$ cat config.mk
export PLATFORM = sky130hd
export DESIGN_NAME = bir_regs
export DESIGN_NICKNAME = d
export VERILOG_FILES = /design/src/hdl/bir_pkg.sv /design/src/hdl/bir_regs.sv
export SDC_FILE = /design/constraint.sdc
export NUM_CORES = 1
export LEC_CHECK = 0
export BUFFER_PORTS_ARGS = -buffer_cell sky130_fd_sc_hd__buf_2
export CORE_AREA = 2 2 148 150
export CTS_CLUSTER_SIZE = 30
export DETAILED_ROUTE_END_ITERATION = 7
export DIE_AREA = 0 0 150 152
export PLACE_DENSITY = 0.75
export SLEW_MARGIN = 20
export SYNTH_ARGS = -nofsm -noshare
export SYNTH_HDL_FRONTEND = slang
export SYNTH_SLANG_ARGS = --single-unit
$ cat constraint.sdc
create_clock -name mclk_i -period 2.05 [get_ports mclk_i]
set_input_delay 0.3075 -clock mclk_i [delete_from_list [all_inputs] [get_ports mclk_i]]
set_output_delay 0.3075 -clock mclk_i [all_outputs]
set_load 0.01 [all_outputs]
$ cat src/hdl/bir_pkg.sv
// Purpose: constants for the bus-info / rom-mapping register bank
// Assumes: 32-bit aligned register words, byte addresses as printed
// Notes:   shared by the bank and its bench
//
// Behaviour
// - max request code in bits 15..12 means 2^(code+1) bytes, never below 512
// - max request code loads Ah (2048) on hardware reset, untouched by soft reset
// - block write longer than max request size may be answered type-error
// - reserved bus-options bits 11..8, 5..3 and map bits 9..0 read zero
// - generation counter bits 7..6 step at bus reset if rom changed since last
// - link speed bits 2..0 always read 010b
// - upper unique id is all zero after hardware reset, an invalid id
// - with eeprom present, unique ids load from eeprom, then never change
// - without eeprom, firmware loads unique ids, then device freezes them
// - unique id bits are reset by global reset only
// - lower unique id behaves exactly like the upper one
// - rom window quadlet read: host address is map base plus low ten bits
// - rom map register is read-write at 34h and clears to zero on reset
package bir_pkg;

  localparam logic [7:0]  OFF_BUS_OPT   = 8'h20;
  localparam logic [7:0]  OFF_UID_UP    = 8'h24;
  localparam logic [7:0]  OFF_UID_LO    = 8'h28;
  localparam logic [7:0]  OFF_ROM_MAP   = 8'h34;

  localparam int          MAXREC_HI     = 15;
  localparam int          MAXREC_LO     = 12;
  localparam int          GEN_HI        = 7;
  localparam int          GEN_LO        = 6;
  localparam int          MAP_BASE_LO   = 10;

  localparam logic [3:0]  MAXREC_RST    = 4'hA;
  localparam logic [3:0]  MAXREC_MIN    = 4'h8;
  localparam logic [1:0]  GEN_RST       = 2'h0;
  localparam logic [2:0]  LNK_SPD       = 3'h2;
  localparam logic [31:0] UID_RST       = 32'h0000_0000;
  localparam logic [31:0] ROM_MAP_RST   = 32'h0000_0000;
  localparam logic [31:0] ROM_MAP_MASK  = 32'hFFFF_FC00;

  localparam logic [47:0] ROM_WIN_LO    = 48'hFFFF_F000_0400;
  localparam logic [47:0] ROM_WIN_HI    = 48'hFFFF_F000_07FF;

  localparam logic [1:0]  RESP_OKAY     = 2'h0;
  localparam logic [1:0]  RESP_DECERR   = 2'h3;

endpackage : bir_pkg

$ cat src/hdl/bir_regs.sv
// Purpose: bus options (low half), unique id pair and rom map registers
// Assumes: srst_i is the global reset; soft_rst_i is the software reset
// Notes:   axi4-lite slave, one write and one read outstanding at a time
`timescale 1ns/100ps

module bir_regs #(
  parameter int ADDR_W = 8
) (
  input  wire logic              mclk_i,
  input  wire logic              srst_i,
  input  wire logic              soft_rst_i,
  // axi4-lite slave
  input  wire logic [ADDR_W-1:0] s_axi_awaddr_i,
  input  wire logic              s_axi_awvalid_i,
  output logic                   s_axi_awready_o,
  input  wire logic [31:0]       s_axi_wdata_i,
  input  wire logic [3:0]        s_axi_wstrb_i,
  input  wire logic              s_axi_wvalid_i,
  output logic                   s_axi_wready_o,
  output logic [1:0]             s_axi_bresp_o,
  output logic                   s_axi_bvalid_o,
  input  wire logic              s_axi_bready_i,
  input  wire logic [ADDR_W-1:0] s_axi_araddr_i,
  input  wire logic              s_axi_arvalid_i,
  output logic                   s_axi_arready_o,
  output logic [31:0]            s_axi_rdata_o,
  output logic [1:0]             s_axi_rresp_o,
  output logic                   s_axi_rvalid_o,
  input  wire logic              s_axi_rready_i,
  // serial eeprom loader
  input  wire logic              eeprom_present_i,
  input  wire logic              eeprom_wr_i,
  input  wire logic              eeprom_sel_lower_i,
  input  wire logic [31:0]       eeprom_data_i,
  // link events
  input  wire logic              rom_changed_i,
  input  wire logic              bus_reset_i,
  input  wire logic              blk_wr_valid_i,
  input  wire logic [15:0]       blk_wr_len_i,
  input  wire logic              rom_rd_valid_i,
  input  wire logic [47:0]       rom_rd_offset_i,
  // results
  output logic                   blk_wr_type_err_o,
  output logic                   host_addr_valid_o,
  output logic [31:0]            host_addr_o,
  output logic [31:0]            unique_id_upper_o,
  output logic [31:0]            unique_id_lower_o,
  output logic                   uid_upper_locked_o,
  output logic                   uid_lower_locked_o,
  output logic [3:0]             max_rec_o
);

  ////////////////////////////////////////////////////////////////////////////
  // helpers

  function automatic logic [7:0] word_of(input logic [ADDR_W-1:0] a);
    word_of = {a[7:2], 2'b00};
  endfunction

  function automatic logic is_mapped(input logic [7:0] w);
    is_mapped = (w == bir_pkg::OFF_BUS_OPT) || (w == bir_pkg::OFF_UID_UP) ||
                (w == bir_pkg::OFF_UID_LO) || (w == bir_pkg::OFF_ROM_MAP);
  endfunction

  function automatic logic [31:0] merge(input logic [31:0] old_v, input logic [31:0] new_v,
                                        input logic [3:0] strb);
    logic [31:0] r;
    r = old_v;
    for (int i = 0; i < 4; i++) begin
      if (strb[i]) begin
        r[i*8 +: 8] = new_v[i*8 +: 8];
      end
    end
    merge = r;
  endfunction

  // 17 bits so that code Fh (64 KiB) does not wrap
  function automatic logic [16:0] max_bytes(input logic [3:0] code);
    max_bytes = 17'h1 << ({1'b0, code} + 5'h1);
  endfunction

  ////////////////////////////////////////////////////////////////////////////
  // state

  logic [3:0]  max_rec, next_max_rec;
  logic [1:0]  gen, next_gen;
  logic        rom_dirty, next_rom_dirty;
  logic [31:0] uid_up, next_uid_up;
  logic [31:0] uid_lo, next_uid_lo;
  logic        lock_up, next_lock_up;
  logic        lock_lo, next_lock_lo;
  logic [31:0] rom_map, next_rom_map;

  logic [7:0]  aw_addr, next_aw_addr;
  logic [31:0] w_data, next_w_data;
  logic [3:0]  w_strb, next_w_strb;
  logic        aw_held, next_aw_held;
  logic        w_held, next_w_held;
  logic        awready, next_awready;
  logic        wready, next_wready;
  logic        bvalid, next_bvalid;
  logic [1:0]  bresp, next_bresp;
  logic        arready, next_arready;
  logic        rvalid, next_rvalid;
  logic [31:0] rdata, next_rdata;
  logic [1:0]  rresp, next_rresp;
  logic [7:0]  rd_word, next_rd_word;

  logic        blk_err, next_blk_err;
  logic        ha_valid, next_ha_valid;
  logic [31:0] host_addr, next_host_addr;

  logic        wr_fire;
  logic [31:0] bus_opt_rd;

  assign wr_fire    = aw_held && w_held && !bvalid;
  assign bus_opt_rd = {16'h0000, max_rec, 4'h0, gen, 3'h0, bir_pkg::LNK_SPD};

  ////////////////////////////////////////////////////////////////////////////
  // axi4-lite channels

  always_comb begin
    next_aw_addr = aw_addr;
    next_w_data  = w_data;
    next_w_strb  = w_strb;
    next_aw_held = aw_held;
    next_w_held  = w_held;
    next_awready = awready;
    next_wready  = wready;
    next_bvalid  = bvalid;
    next_bresp   = bresp;
    next_arready = arready;
    next_rvalid  = rvalid;
    next_rdata   = rdata;
    next_rresp   = rresp;
    next_rd_word = rd_word;
    if (s_axi_awvalid_i && awready) begin
      next_aw_addr = word_of(s_axi_awaddr_i);
      next_aw_held = 1'b1;
      next_awready = 1'b0;
    end
    if (s_axi_wvalid_i && wready) begin
      next_w_data = s_axi_wdata_i;
      next_w_strb = s_axi_wstrb_i;
      next_w_held = 1'b1;
      next_wready = 1'b0;
    end
    if (wr_fire) begin
      next_bvalid  = 1'b1;
      next_bresp   = is_mapped(aw_addr) ? bir_pkg::RESP_OKAY : bir_pkg::RESP_DECERR;
      next_aw_held = 1'b0;
      next_w_held  = 1'b0;
    end
    // ready comes back only after the response, so only one write is in flight
    if (bvalid && s_axi_bready_i) begin
      next_bvalid  = 1'b0;
      next_awready = 1'b1;
      next_wready  = 1'b1;
    end
    if (s_axi_arvalid_i && arready) begin
      next_arready = 1'b0;
      next_rvalid  = 1'b1;
      next_rd_word = word_of(s_axi_araddr_i);
      next_rresp   = bir_pkg::RESP_OKAY;
      case (word_of(s_axi_araddr_i))
        bir_pkg::OFF_BUS_OPT: next_rdata = bus_opt_rd;
        bir_pkg::OFF_UID_UP:  next_rdata = uid_up;
        bir_pkg::OFF_UID_LO:  next_rdata = uid_lo;
        bir_pkg::OFF_ROM_MAP: next_rdata = rom_map & bir_pkg::ROM_MAP_MASK;
        default: begin
          next_rdata = 32'h0000_0000;
          next_rresp = bir_pkg::RESP_DECERR;
        end
      endcase
    end else if (rvalid && s_axi_rready_i) begin
      next_rvalid  = 1'b0;
      next_arready = 1'b1;
    end
  end

  always_ff @(posedge mclk_i) begin
    if (srst_i) begin
      aw_addr <= 8'h00;
      w_data  <= 32'h0000_0000;
      w_strb  <= 4'h0;
      aw_held <= 1'b0;
      w_held  <= 1'b0;
      awready <= 1'b1;
      wready  <= 1'b1;
      bvalid  <= 1'b0;
      bresp   <= bir_pkg::RESP_OKAY;
      arready <= 1'b1;
      rvalid  <= 1'b0;
      rdata   <= 32'h0000_0000;
      rresp   <= bir_pkg::RESP_OKAY;
      rd_word <= 8'h00;
    end else begin
      aw_addr <= next_aw_addr;
      w_data  <= next_w_data;
      w_strb  <= next_w_strb;
      aw_held <= next_aw_held;
      w_held  <= next_w_held;
      awready <= next_awready;
      wready  <= next_wready;
      bvalid  <= next_bvalid;
      bresp   <= next_bresp;
      arready <= next_arready;
      rvalid  <= next_rvalid;
      rdata   <= next_rdata;
      rresp   <= next_rresp;
      rd_word <= next_rd_word;
    end
  end

  ////////////////////////////////////////////////////////////////////////////
  // register bank

  always_comb begin
    logic [31:0] m;
    m              = 32'h0000_0000;
    next_max_rec   = max_rec;
    next_gen       = gen;
    next_rom_dirty = rom_dirty;
    next_uid_up    = uid_up;
    next_uid_lo    = uid_lo;
    next_lock_up   = lock_up;
    next_lock_lo   = lock_lo;
    next_rom_map   = rom_map;
    if (wr_fire && aw_addr == bir_pkg::OFF_BUS_OPT) begin
      m = merge(bus_opt_rd, w_data, w_strb);
      // codes below 512 bytes are dropped so the field always stays legal
      if (m[bir_pkg::MAXREC_HI:bir_pkg::MAXREC_LO] >= bir_pkg::MAXREC_MIN) begin
        next_max_rec = m[bir_pkg::MAXREC_HI:bir_pkg::MAXREC_LO];
      end
      next_gen = m[bir_pkg::GEN_HI:bir_pkg::GEN_LO];
    end
    if (eeprom_present_i) begin
      if (eeprom_wr_i && !eeprom_sel_lower_i && !lock_up) begin
        next_uid_up  = eeprom_data_i;
        next_lock_up = 1'b1;
      end
      if (eeprom_wr_i && eeprom_sel_lower_i && !lock_lo) begin
        next_uid_lo  = eeprom_data_i;
        next_lock_lo = 1'b1;
      end
    end else if (wr_fire) begin
      if (aw_addr == bir_pkg::OFF_UID_UP && !lock_up) begin
        next_uid_up  = merge(uid_up, w_data, w_strb);
        next_lock_up = 1'b1;
      end
      if (aw_addr == bir_pkg::OFF_UID_LO && !lock_lo) begin
        next_uid_lo  = merge(uid_lo, w_data, w_strb);
        next_lock_lo = 1'b1;
      end
    end
    if (soft_rst_i) begin
      next_rom_map = bir_pkg::ROM_MAP_RST;
    end else if (wr_fire && aw_addr == bir_pkg::OFF_ROM_MAP) begin
      next_rom_map = merge(rom_map, w_data, w_strb) & bir_pkg::ROM_MAP_MASK;
    end
    // a change in the bus-reset cycle is folded into that step, not lost
    if (bus_reset_i) begin
      next_rom_dirty = 1'b0;
      if (rom_dirty || rom_changed_i) begin
        next_gen = gen + 2'h1;
      end
    end else if (rom_changed_i) begin
      next_rom_dirty = 1'b1;
    end
  end

  // only the global reset reaches the id pair and max request code
  always_ff @(posedge mclk_i) begin
    if (srst_i) begin
      max_rec   <= bir_pkg::MAXREC_RST;
      gen       <= bir_pkg::GEN_RST;
      rom_dirty <= 1'b0;
      uid_up    <= bir_pkg::UID_RST;
      uid_lo    <= bir_pkg::UID_RST;
      lock_up   <= 1'b0;
      lock_lo   <= 1'b0;
      rom_map   <= bir_pkg::ROM_MAP_RST;
    end else begin
      max_rec   <= next_max_rec;
      gen       <= next_gen;
      rom_dirty <= next_rom_dirty;
      uid_up    <= next_uid_up;
      uid_lo    <= next_uid_lo;
      lock_up   <= next_lock_up;
      lock_lo   <= next_lock_lo;
      rom_map   <= next_rom_map;
    end
  end

  ////////////////////////////////////////////////////////////////////////////
  // link request checks

  always_comb begin
    next_blk_err   = blk_wr_valid_i && ({1'b0, blk_wr_len_i} > max_bytes(max_rec));
    next_ha_valid  = rom_rd_valid_i && (rom_rd_offset_i >= bir_pkg::ROM_WIN_LO) &&
                     (rom_rd_offset_i <= bir_pkg::ROM_WIN_HI);
    next_host_addr = host_addr;
    if (next_ha_valid) begin
      next_host_addr = (rom_map & bir_pkg::ROM_MAP_MASK) + {22'h0, rom_rd_offset_i[9:0]};
    end
  end

  always_ff @(posedge mclk_i) begin
    if (srst_i) begin
      blk_err   <= 1'b0;
      ha_valid  <= 1'b0;
      host_addr <= 32'h0000_0000;
    end else begin
      blk_err   <= next_blk_err;
      ha_valid  <= next_ha_valid;
      host_addr <= next_host_addr;
    end
  end

  assign s_axi_awready_o    = awready;
  assign s_axi_wready_o     = wready;
  assign s_axi_bvalid_o     = bvalid;
  assign s_axi_bresp_o      = bresp;
  assign s_axi_arready_o    = arready;
  assign s_axi_rvalid_o     = rvalid;
  assign s_axi_rdata_o      = rdata;
  assign s_axi_rresp_o      = rresp;
  assign blk_wr_type_err_o  = blk_err;
  assign host_addr_valid_o  = ha_valid;
  assign host_addr_o        = host_addr;
  assign unique_id_upper_o  = uid_up;
  assign unique_id_lower_o  = uid_lo;
  assign uid_upper_locked_o = lock_up;
  assign uid_lower_locked_o = lock_lo;
  assign max_rec_o          = max_rec;

  ////////////////////////////////////////////////////////////////////////////
  // assertions

  property p_maxrec_min;
    @(posedge mclk_i) disable iff (srst_i) max_rec >= 4'h8;
  endproperty
  a_maxrec_min: assert property (p_maxrec_min) else $error("max request below 512");

  property p_maxrec_rst;
    @(posedge mclk_i) $past(srst_i) |-> (max_rec == 4'hA);
  endproperty
  a_maxrec_rst: assert property (p_maxrec_rst) else $error("max request not Ah after reset");

  property p_maxrec_only_wr;
    @(posedge mclk_i) disable iff (srst_i)
      !$stable(max_rec) |-> $past(wr_fire && aw_addr == bir_pkg::OFF_BUS_OPT);
  endproperty
  a_maxrec_only_wr: assert property (p_maxrec_only_wr) else $error("max request changed without write");

  property p_blk_err;
    @(posedge mclk_i) disable iff (srst_i)
      blk_wr_valid_i |=> (blk_wr_type_err_o == ($past({1'b0, blk_wr_len_i}) > (17'h1 << ($past(max_rec) + 5'h1))));
  endproperty
  a_blk_err: assert property (p_blk_err) else $error("type error flag wrong");

  property p_rsvd_zero;
    @(posedge mclk_i) disable iff (srst_i)
      s_axi_rvalid_o && s_axi_rresp_o == 2'h0 && rd_word == 8'h20 |->
        s_axi_rdata_o[11:8] == 4'h0 && s_axi_rdata_o[5:3] == 3'h0 && s_axi_rdata_o[2:0] == 3'h2;
  endproperty
  a_rsvd_zero: assert property (p_rsvd_zero) else $error("bus options reserved or speed bits wrong");

  property p_map_rsvd;
    @(posedge mclk_i) disable iff (srst_i)
      s_axi_rvalid_o && rd_word == 8'h34 |-> s_axi_rdata_o[9:0] == 10'h000;
  endproperty
  a_map_rsvd: assert property (p_map_rsvd) else $error("map reserved bits nonzero");

  property p_gen_step;
    @(posedge mclk_i) disable iff (srst_i)
      bus_reset_i && (rom_dirty || rom_changed_i) && !wr_fire |=> gen == $past(gen) + 2'h1;
  endproperty
  a_gen_step: assert property (p_gen_step) else $error("generation not stepped");

  property p_uid_frozen;
    @(posedge mclk_i) disable iff (srst_i)
      lock_up |=> lock_up && $stable(uid_up);
  endproperty
  a_uid_frozen: assert property (p_uid_frozen) else $error("locked upper unique id changed");

  property p_uid_lo_frozen;
    @(posedge mclk_i) disable iff (srst_i)
      lock_lo |=> lock_lo && $stable(uid_lo);
  endproperty
  a_uid_lo_frozen: assert property (p_uid_lo_frozen) else $error("locked lower unique id changed");

  property p_uid_rst;
    @(posedge mclk_i) $past(srst_i) |-> uid_up == 32'h0 && uid_lo == 32'h0 && !lock_up && !lock_lo;
  endproperty
  a_uid_rst: assert property (p_uid_rst) else $error("unique id not clear after reset");

  property p_host_addr;
    @(posedge mclk_i) disable iff (srst_i)
      rom_rd_valid_i && rom_rd_offset_i >= 48'hFFFF_F000_0400 && rom_rd_offset_i <= 48'hFFFF_F000_07FF |=>
        host_addr_valid_o && host_addr_o == (($past(rom_map) & 32'hFFFF_FC00) + {22'h0, $past(rom_rd_offset_i[9:0])});
  endproperty
  a_host_addr: assert property (p_host_addr) else $error("host address wrong");

  property p_map_soft;
    @(posedge mclk_i) disable iff (srst_i)
      soft_rst_i |=> rom_map == 32'h0 && ($stable(max_rec) || $past(wr_fire));
  endproperty
  a_map_soft: assert property (p_map_soft) else $error("soft reset effect wrong");

endmodule // bir_regs

==> results of run 1 <==
[routing by layer]
| metal | GRT usage [%] | vias to the layer above | wire length, um |
|---|---|---|---|
| met5 | 0 | - | 0 |
| met4 | 6.65 | 0 | 670 |
| met3 | 4.14 | 49 | 1910 |
| met2 | 41.9 | 306 | 13800 |
| met1 | 28.6 | 3862 | 11300 |
| li1 | - | 4181 | - |
[cell type report]
class                   instances  area share, %
well taps                     280           2.84
repair buffers                336           14.9
clock inverters                12           1.41
inverters                       7          0.213
clock buffers                  32           5.52
multi-input cells             737           40.7
flip-flops and latches        212           34.4
[worst paths after layout]
| check | start | to | slack, ns | cells past startpoint |
|---|---|---|---|---|
| worst min-delay path | s_axi_wdata_i[24] | w_data[24]$_SDFFE_PP0P_ | 0.02 | 3 |
| worst min register to register | s_axi_rdata_o[24]$_SDFFE_PP0P_ | s_axi_rdata_o[24]$_SDFFE_PP0P_ | 0.45 | 2 |
| worst max-delay path | aw_addr[5]$_SDFFE_PP0P_ | unique_id_upper_o[19]$_SDFFE_PP0P_ | 0.05 | 4 |
| worst max register to register | aw_addr[5]$_SDFFE_PP0P_ | unique_id_upper_o[19]$_SDFFE_PP0P_ | 0.05 | 4 |
[state kept, by name, indices dropped and copies added (netlist names), 2 cells and up, named ones only]
register and count:
aw_addr 6, unique_id_upper_o 32, host_addr_o 32, gen 2, unique_id_lower_o 32, w_strb 4, w_data 32, s_axi_rdata_o 32
rom_map 22
[stage by stage]
| step | hold WS (ns) | setup WS (ns) | total power [mW] |
|---|---|---|---|
| after floorplan | 0.387 | 0.0465 | 4.84 |
| after global placement | 0.431 | 0.121 | 5.17 |
| final | 0.0236 | 0.0459 | 9.66 |
| after global routing | 0.00692 | 0.00620 | 10.0 |
| after CTS | 0.00276 | 0.0673 | 9.74 |
| after detailed placement | 0.438 | 0.0731 | 5.19 |
[what timing repair did]
| item | 4_1_cts | 5_1_grt |
|---|---|---|
| endpoints found under the hold margin | 2 | 0 |
| setup endpoints to repair | 0 | 4 |
| resized for setup | 0 | 8 |
| hold buffers | 2 | 0 |
[Yosys cell counts, drive strengths merged, types with 15 or more instances]
cell type / number / area, um2
a21oi: 64 / 335
a222oi: 24 / 240
buf: 24 / 138
clkbuf: 49 / 184
dfxtp: 212 / 4240
ha: 16 / 200
mux2i: 154 / 1540
nand2: 127 / 477
nand2b: 132 / 826
nand3: 15 / 75.1
nor2: 38 / 143
o21ai: 34 / 170
or2: 34 / 213
[cells by family (layout without fill, tap and decap cells)]
kind of cell    Yosys count  in the layout
compound gates          151            151
other cells               1              1
mux                     159            159
fa+ha+maj                16             16
buf+inv                  80            387
flops                   212            212
simple gates            410            410
[tightest hold or removal path: stages]
cell	delay, ns
buf_2	0.10
nand2_1	0.04
a21oi_1	0.05
[power groups by stage]
| stage | Combinational [mW] | Sequential, mW | Clock, mW |
|---|---|---|---|
| 2_1_floorplan | 0.456 | 4.38 | 0 |
| 3_3_place_gp | 0.792 | 4.38 | 0 |
| 3_5_place_dp | 0.807 | 4.39 | 0 |
| 4_1_cts | 0.814 | 4.30 | 4.63 |
| 5_1_grt | 0.888 | 4.31 | 4.80 |
| 6_report | 0.808 | 4.30 | 4.55 |
[layout by cell type, fill, tap and decap left out, drive strengths merged, types with 32 or more instances in the layout]
master and n:
buf 334, dfxtp 212, mux2i 154, nand2b 132
nand2 127, a21oi 64, nor2 38, or2 34
o21ai 34, clkbuf 32
==> flow_summary.json, run 1 <==
{
  "status": "finished, final reports clean",
  "drcViolationCount": 0,
  "start_util_pct": 44.9,
  "area_growth_pct": 28.6,
  "final_cells": 1616,
  "cap_viol_max_count": 0,
  "multi_input_area_mm2": 0.00502,
  "syn_inst": 1029,
  "drtIter0Drc": 500,
  "postSynthAreaPerCell_um2": 9.32,
  "portBuffers": 303,
  "setup.worst_path.end_class": "flip-flop",
  "cp_num_buf_inv": 0,
  "htreeDepth": 1,
  "fin_util_pct": 57.8,
  "cts_setup_buffers": 0,
  "antenna_cells": 0,
  "num-fill-cells": 1939,
  "die_w_um": 150,
  "max_stage_delay_ns": 0.69,
  "fin_worst_skew_ns": 0.0143,
  "final_cell_area_mm2": 0.0123,
  "antenna_found_initial": 1,
  "cp.required_ns": 2.42,
  "yosys.area_share.simple_pct": 23.2,
  "first_pass_iters": 6,
  "setup_viol": 0,
  "clkPwrFrac_pct": 47.1,
  "num_rows": 54,
  "worstSkewPairLatency_ns": 0.52,
  "grt_pass1_vias": 8195,
  "synth_edf_count": 0,
  "cts_tree": "done",
  "startpoint_type": "flip-flop",
  "max-slew-margin-rel_pct": 45.1,
  "synthAdderAreaFrac_pct": 2.09,
  "p_per_area_mw_per_mm2": 783,
  "clock_path_buffers": 3,
  "finalSetupTns_ns": 0,
  "grt_max_degree": 82,
  "hold_path.class": "in -> reg",
  "io_pins": 308,
  "crit_chain": "nor3b_2 > a31oi_1 > or3_1 > mux2i_1",
  "placedCellCount": 1570,
  "grt_usage_pct": 23.4,
  "routed_via_density": 5.20,
  "final-seq-area_mm2": 0.00425,
  "crit_arrival_ns": 2.38,
  "slowest_stage": "or3_1",
  "path_max_fanout": 8,
  "wl_um": 27700,
  "p_comb_share_pct": 8.4,
  "worstSetupPathType": "reg -> reg",
  "die_y_um": 152,
  "rsz0062_at_grt": "no",
  "vias": 8398,
  "fin_crit_sh_pct": 97.8,
  "internal-power_mw": 7.44,
  "gp_congestion": 0.847,
  "fin_nets": 1497,
  "cts_root_buffer": "clkbuf_16",
  "dp_hpwl_um": 20200,
  "overflow": 0,
  "switchingPower_mw": 2.22,
  "synth_ff_type": "dfxtp_1",
  "synthXorXnorAreaFrac_pct": 0,
  "drive_gt1_share_pct": 32.5,
  "slew_viol_final": 0,
  "avgRoutedWirePerCell_um": 17.1,
  "cts_sinks": 212,
  "muxShareOfSynthArea_pct": 16.7,
  "hold_violations": 0,
  "synth-seq-area-share_pct": 44.3,
  "clk_pin_slew_worst_paths_ns": 0.06,
  "synth_top_family_by_area": "simple AND/OR/NAND/NOR gates",
  "detail-route-antenna-nets": 0,
  "p_leak_nw": 5.69,
  "numCtsBuffers": 24,
  "yosysWarnings": 0,
  "worst_slew_pin_slew_ns": 0.823,
  "yosysUniqueCellTypes": 57,
  "peakVddDrop_mv": 0.663,
  "place_area_mm2": 0.0114,
  "synthArstFlopShare_pct": 0,
  "switching_share_pct": 23.0,
  "dieArea_mm2": 0.0228,
  "post-route-min-period_ns": 2.00,
  "syn_area_mm2": 0.00959,
  "synth_compound_area_share_pct": 10.1,
  "fmax_ghz": 0.499,
  "syn_nets": 1208,
  "synth-seq-cells": 212,
  "floorplan.core_area_mm2": 0.0214,
  "critPathTopFamily": "simple AND/OR/NAND/NOR gates",
  "p_seq_share_pct": 44.5,
  "grt_pass1_wl_um": 42900
}
Power figures use the tool's default switching activity.
==> run 2: changes to the inputs <==
--- a/config.mk
+++ b/config.mk
@@ -10,6 +10,7 @@
 export CTS_CLUSTER_SIZE = 30
 export DETAILED_ROUTE_END_ITERATION = 7
 export DIE_AREA = 0 0 150 152
+export HOLD_SLACK_MARGIN = 0.15
 export PLACE_DENSITY = 0.75
 export SLEW_MARGIN = 20
 export SYNTH_ARGS = -nofsm -noshare
==> run 2 against run 1 <==
  * Setup slack worse by 0.0078 ns
  * Core utilization rose by 3.4 points
  * Sequential power about the same
  * Final area up 5.9%
  * Non-clock buffer count rose by 71
  * Critical path depth is the same
  * Clock-buffer cell count unchanged
  * Register-to-register slack about the same
  * Sequential share of layout area fell by 1.9 points
  * Clock skew down 0.00096 ns
  * Final cell count rose by 4.5%
  * Highest routed layer unchanged
==> flow_summary.json, run 2 (same netlist as run 1, synthesis figures left out) <==
{
  "numCtsBuffers": 24,
  "crit_arrival_ns": 2.39,
  "slowest_stage": "or3_1",
  "die_w_um": 150,
  "dp_hpwl_um": 20200,
  "r2r-start": "aw_addr[7]$_SDFFE_PP0P_",
  "avgRoutedWirePerCell_um": 17.5,
  "num_rows": 54,
  "reg2reg_depth": 4,
  "grt_pass1_wl_um": 45300,
  "overflow": 0,
  "grt_max_degree": 82,
  "cp.required_ns": 2.42,
  "worstSetupStartpoint": "aw_addr[7]$_SDFFE_PP0P_",
  "grt_pass1_vias": 8824,
  "drcViolationCount": 0,
  "fmax_ghz": 0.497,
  "layout_common_cells": "302 x buf_2, 208 x dfxtp_1, 154 x mux2i_1, 132 x nand2b_1, 127 x nand2_1",
  "fin_crit_sh_pct": 98.1,
  "cts_root_buffer": "clkbuf_16",
  "gp_congestion": 0.847,
  "worstSkewPairLatency_ns": 0.52,
  "grt_usage_pct": 24.7,
  "slew_viol_final": 0,
  "detail-route-antenna-nets": 0,
  "antenna_found_initial": 2,
  "fin_nets": 1568,
  "num-fill-cells": 1827,
  "portBuffers": 303,
  "clock_path_buffers": 3,
  "worstReg2RegEnd": "unique_id_upper_o[19]$_SDFFE_PP0P_",
  "path_max_fanout": 8,
  "die_y_um": 152,
  "post-route-min-period_ns": 2.01,
  "routed_via_density": 5.21,
  "max-slew-margin-rel_pct": 46.2,
  "critPathTopFamily": "simple AND/OR/NAND/NOR gates",
  "cp_num_buf_inv": 0,
  "final_common_cell": "buf_2",
  "r2r_setup_slack_ns": 0.04,
  "worstSetupPathType": "reg -> reg",
  "critical_path_cell_count": 4,
  "wl_um": 29600,
  "status": "finished, final reports clean",
  "htreeDepth": 1,
  "crit_chain": "nor3b_2 > a31oi_1 > or3_1 > mux2i_1",
  "fin_worst_skew_ns": 0.0133,
  "max_stage_delay_ns": 0.68,
  "io_pins": 308,
  "critPathCapture": "unique_id_upper_o[19]$_SDFFE_PP0P_",
  "hold_violations": 0,
  "cts_sinks": 212,
  "p_per_area_mw_per_mm2": 748,
  "drtIter0Drc": 548,
  "hold_path.class": "in -> reg",
  "first_pass_iters": 6,
  "p_leak_nw": 5.99,
  "place_ws_ns": 0.0731,
  "startpoint_type": "flip-flop",
  "place_area_mm2": 0.0114,
  "holdCritStartpoint": "s_axi_araddr_i[6]",
  "drive_gt1_share_pct": 31.1,
  "clk_pin_slew_worst_paths_ns": 0.06,
  "cts_tree": "done",
  "cap_viol_max_count": 0,
  "setup.worst_path.end_class": "flip-flop",
  "vias": 8804,
  "worst_slew_pin_slew_ns": 0.807,
  "setup_viol": 0,
  "dieArea_mm2": 0.0228,
  "setup_slack_ns": 0.0381,
  "floorplan.core_area_mm2": 0.0214,
  "start_util_pct": 44.9,
  "final_cell_area_mm2": 0.0131,
  "peakVddDrop_mv": 0.682,
  "area_growth_pct": 36.2
}
## run 2: changes by cell type in the layout (fill, tap and decap cells not counted)
cell,before,now
clkbuf_16,24,25
dlygate4sd3_1,2,70
diode_2,0,2
buf_4,26,28
## run 2: routing by layer
metal	share of wire (%)	GRT usage [%]	vias to the layer above
met2	51	44.4	323
met1	40	29.1	4109
met5	0	0	-
met4	2.8	8.36	0
li1	-	-	4318
met3	6.4	4.74	54
## run 2: report_power, final
group / internal (mW) / switching (mW) / total, mW
Combinational: 0.471 / 0.454 / 0.925
Sequential: 4.22 / 0.0828 / 4.30
Clock: 2.84 / 1.71 / 4.55
## run 2: worst min-delay path by stage
stage	to	slack, ns	depth (start not counted)
after floorplan	rom_dirty$_SDFFE_PP0P_	0.39	1
after global placement	s_axi_rdata_o[4]$_SDFFE_PP0P_	0.43	2
after detailed placement	s_axi_rdata_o[24]$_SDFFE_PP0P_	0.44	2
after CTS	s_axi_rdata_o[1]$_SDFFE_PP0P_	0.15	4
after global routing	s_axi_rdata_o[1]$_SDFFE_PP0P_	0.19	4
final	s_axi_rdata_o[1]$_SDFFE_PP0P_	0.17	4
## run 2: layout make-up
| cell class | instances | area, um2 | share of cell area, % |
|---|---|---|---|
| clock inverters | 12 | 174 | 1.33 |
| flip-flops and latches | 212 | 4250 | 32.5 |
| clock buffers | 32 | 681 | 5.21 |
| multi-input cells | 737 | 5020 | 38.4 |
| well taps | 280 | 350 | 2.68 |
| repair buffers | 407 | 2560 | 19.6 |
| inverters | 7 | 26.3 | 0.201 |
| diodes | 2 | 5.00 | 0.0383 |
## run 2: worst min-delay path: stages
cell and delay (ns):
buf_2 0.09, nor3b_1 0.06, nand4b_1 0.11, a21oi_1 0.07
## run 2: per-stage QoR
step	total power [mW]	hold WS [ns]	utilization [%]	setup TNS (ns)	cells
floorplan	4.84	0.387	-	0	1029
global route	10.1	0.190	61.2	-0.00382	1689
finish	9.77	0.174	61.2	0	1689
CTS	9.84	0.151	60.9	0	1684
global placement	5.17	0.431	53.6	0	1570
detailed placement	5.19	0.438	53.6	0	1570
## run 2: timing repair
item,4_1_cts,5_1_grt
endpoints found under the setup margin,0,5
gates resized for setup,0,8
buffers inserted,0,2
endpoints found under the hold margin,62,0
hold buffers,70,0
==> run 3: changes to the inputs <==
--- a/config.mk
+++ b/config.mk
@@ -6,10 +6,10 @@
 export NUM_CORES = 1
 export LEC_CHECK = 0
 export BUFFER_PORTS_ARGS = -buffer_cell sky130_fd_sc_hd__buf_2
-export CORE_AREA = 2 2 148 150
+export CORE_AREA = 2 2 141 157
 export CTS_CLUSTER_SIZE = 30
 export DETAILED_ROUTE_END_ITERATION = 7
-export DIE_AREA = 0 0 150 152
+export DIE_AREA = 0 0 143 159
 export HOLD_SLACK_MARGIN = 0.15
 export PLACE_DENSITY = 0.75
 export SLEW_MARGIN = 20
==> run 3 against run 2 <==
  * The run now ends with design-rule violations left
  * Non-clock buffer count fell by 2
  * Wire length rose by 1.8%
  * Final cell count up 0.30%
  * Fmax grew 0.91%
  * Register-to-register slack improved by 0.07 ns
  * Global-route usage grew 0.88 points
  * Hold slack got worse by 0.011 ns
  * Clock-buffer cell count is 1 lower
  * Via count rose by 1.9%
  * Sequential share of layout area up 0.29 points
  * Critical path depth rose by 4
  * First-iteration DRC count grew 6.4%
  * Critical endpoint is now s_axi_rdata_o[16]$_SDFFE_PP0P_
  * Largest power group is now registers
==> flow_summary.json, run 3 (same netlist as run 1, synthesis figures left out) <==
{
  "slew_viol_final": 0,
  "grt_usage_pct": 25.6,
  "p_per_area_mw_per_mm2": 722,
  "worst_slew_pin_slew_ns": 0.920,
  "placedCellCount": 1580,
  "gp_congestion": 0.875,
  "area_growth_pct": 34.9,
  "die_w_um": 143,
  "switchingPower_mw": 2.20,
  "setup.worst_path.end_class": "flip-flop",
  "vias": 8975,
  "status": "complete, but fails checks",
  "grt_pass1_wl_um": 46600,
  "hold_violations": 0,
  "cts_root_buffer": "clkbuf_16",
  "io_pins": 308,
  "total_power_mw": 9.34,
  "cap_viol_max_count": 0,
  "detail-route-antenna-nets": 0,
  "num-fill-cells": 1751,
  "slowest_stage": "or4b_4",
  "grt_max_degree": 88,
  "final_common_cell": "buf_2",
  "worstSetupPathType": "in -> reg",
  "peakVddDrop_mv": 0.677,
  "internal-power_mw": 7.14,
  "drtIter0Drc": 583,
  "first_pass_iters": 8,
  "p_comb_share_pct": 9.9,
  "die_y_um": 159,
  "reg2reg_depth": 4,
  "use_met2_pct": 43.5,
  "startpoint_type": "input pin",
  "worst_hold_path.num_cells": 2,
  "holdPathEnd": "host_addr_valid_o$_SDFF_PP0_",
  "antenna_found_initial": 2,
  "cp.required_ns": 2.48,
  "max-slew-margin-rel_pct": 38.7,
  "clk_pin_slew_worst_paths_ns": 0.07,
  "drcViolationCount": 1,
  "crit_chain": "dlygate4sd3_1 > buf_2 > or4b_4 > nor3b_4 > buf_4 > clkbuf_16 > a222oi_1 > o21ai_0",
  "grtUsageMet3_pct": 4.51,
  "fin_nets": 1565,
  "holdCritStartpoint": "srst_i",
  "r2r-start": "s_axi_bvalid_o$_SDFFE_PP0P_",
  "use_met1_pct": 32.1,
  "final_cells": 1694,
  "fin_worst_skew_ns": 0.0114,
  "setup_viol": 0,
  "post-route-min-period_ns": 1.99,
  "routed_via_density": 5.30,
  "wl_um": 30200,
  "fin_crit_sh_pct": 97.3,
  "clkPwrFrac_pct": 44.1,
  "p_seq_share_pct": 46.0,
  "start_util_pct": 45.5,
  "num_rows": 56,
  "portBuffers": 303,
  "cts_tree": "done",
  "r2r_setup_slack_ns": 0.11,
  "floorplan.core_area_mm2": 0.0211,
  "grt_pass1_vias": 8952,
  "dieArea_mm2": 0.0227,
  "path_max_fanout": 12,
  "numCtsBuffers": 23,
  "avgRoutedWirePerCell_um": 17.8,
  "drive_gt1_share_pct": 30.7,
  "fmax_ghz": 0.502,
  "switching_share_pct": 23.6,
  "htreeDepth": 1,
  "crit_arrival_ns": 2.42,
  "overflow": 0,
  "violations": "design-rule violations",
  "hold_path.class": "in -> reg",
  "max_stage_delay_ns": 0.58,
  "worstSkewPairLatency_ns": 0.50,
  "dp_hpwl_um": 20300,
  "worstReg2RegEnd": "unique_id_lower_o[13]$_SDFFE_PP0P_",
  "busiest_layer": "met2",
  "cts_sinks": 212,
  "layout_common_cells": "302 x buf_2, 210 x dfxtp_1, 154 x mux2i_1, 132 x nand2b_1, 127 x nand2_1",
  "p_leak_nw": 5.92,
  "clock_path_buffers": 3
}
==> run 3: how the worst max path moves through the flow <==
stage	start	endpoint	slack, ns	cells past startpoint
finish	s_axi_araddr_i[7]	s_axi_rdata_o[16]$_SDFFE_PP0P_	0.06	8
global route	max_rec_o[3]$_SDFFE_PP1P_	blk_wr_type_err_o$_SDFF_PP0_	-0.01	7
CTS	s_axi_araddr_i[4]	s_axi_rdata_o[6]$_SDFFE_PP0P_	0.06	7
detailed placement	s_axi_araddr_i[4]	s_axi_rdata_o[6]$_SDFFE_PP0P_	0.07	6
global placement	flip-flop	blk_wr_type_err_o$_SDFF_PP0_	0.11	7
floorplan	flip-flop	blk_wr_type_err_o$_SDFF_PP0_	0.05	8
==> run 3: per-layer routing <==
metal	vias to the layer above	share of wire (%)
met4	0	3.5
met3	72	7.2
met2	343	48
met1	4240	42
met5	-	0
li1	4320	-
==> run 3: through the flow <==
step,utilization [%],setup slack (ns),TNS [ns],hold WS (ns),area [um2]
CTS,61.1,0.0644,0,0.152,12900
floorplan,-,0.0465,0,0.387,9590
global placement,54.3,0.108,0,0.432,11400
finish,61.3,0.0563,0,0.163,12900
global route,61.3,-0.0108,-0.0108,0.194,12900
detailed placement,54.3,0.0660,0,0.438,11400
==> run 3: final cells by class <==
cell class                      instances  area [um2]  share of cell area (%)
Inverter                                7        26.3                   0.203
Antenna cell                            2        5.00                  0.0387
Tap cell                              290         363                    2.80
Clock buffer                           31         646                    4.99
Timing Repair Buffer                  405        2530                    19.5
Clock inverter                         10         105                   0.812
Multi-Input combinational cell        737        5020                    38.8
Sequential cell                       212        4250                    32.8
==> run 3: what timing repair did <==
item	4_1_cts	5_1_grt
endpoints found under the setup margin	0	15
setup buffers	0	1
gates resized for setup	0	6
hold endpoints to repair	61	0
hold buffers	69	0
==> run 3: worst max-delay path: cells and delay by family <==
family / cells / cell delay (ns)
AND/OR/NAND/NOR: 2 / 0.85
AO/OA/AOI/OAI: 2 / 0.23
buffers and inverters: 4 / 1.03
==> run 3: power groups by stage <==
| stage | clock network, mW | logic (mW) | registers [mW] |
|---|---|---|---|
| 2_1_floorplan | 0 | 0.456 | 4.38 |
| 3_3_place_gp | 0 | 0.791 | 4.38 |
| 5_1_grt | 4.36 | 1.01 | 4.31 |
| 3_5_place_dp | 0 | 0.806 | 4.39 |
| 6_report | 4.12 | 0.923 | 4.30 |
| 4_1_cts | 4.20 | 0.910 | 4.30 |
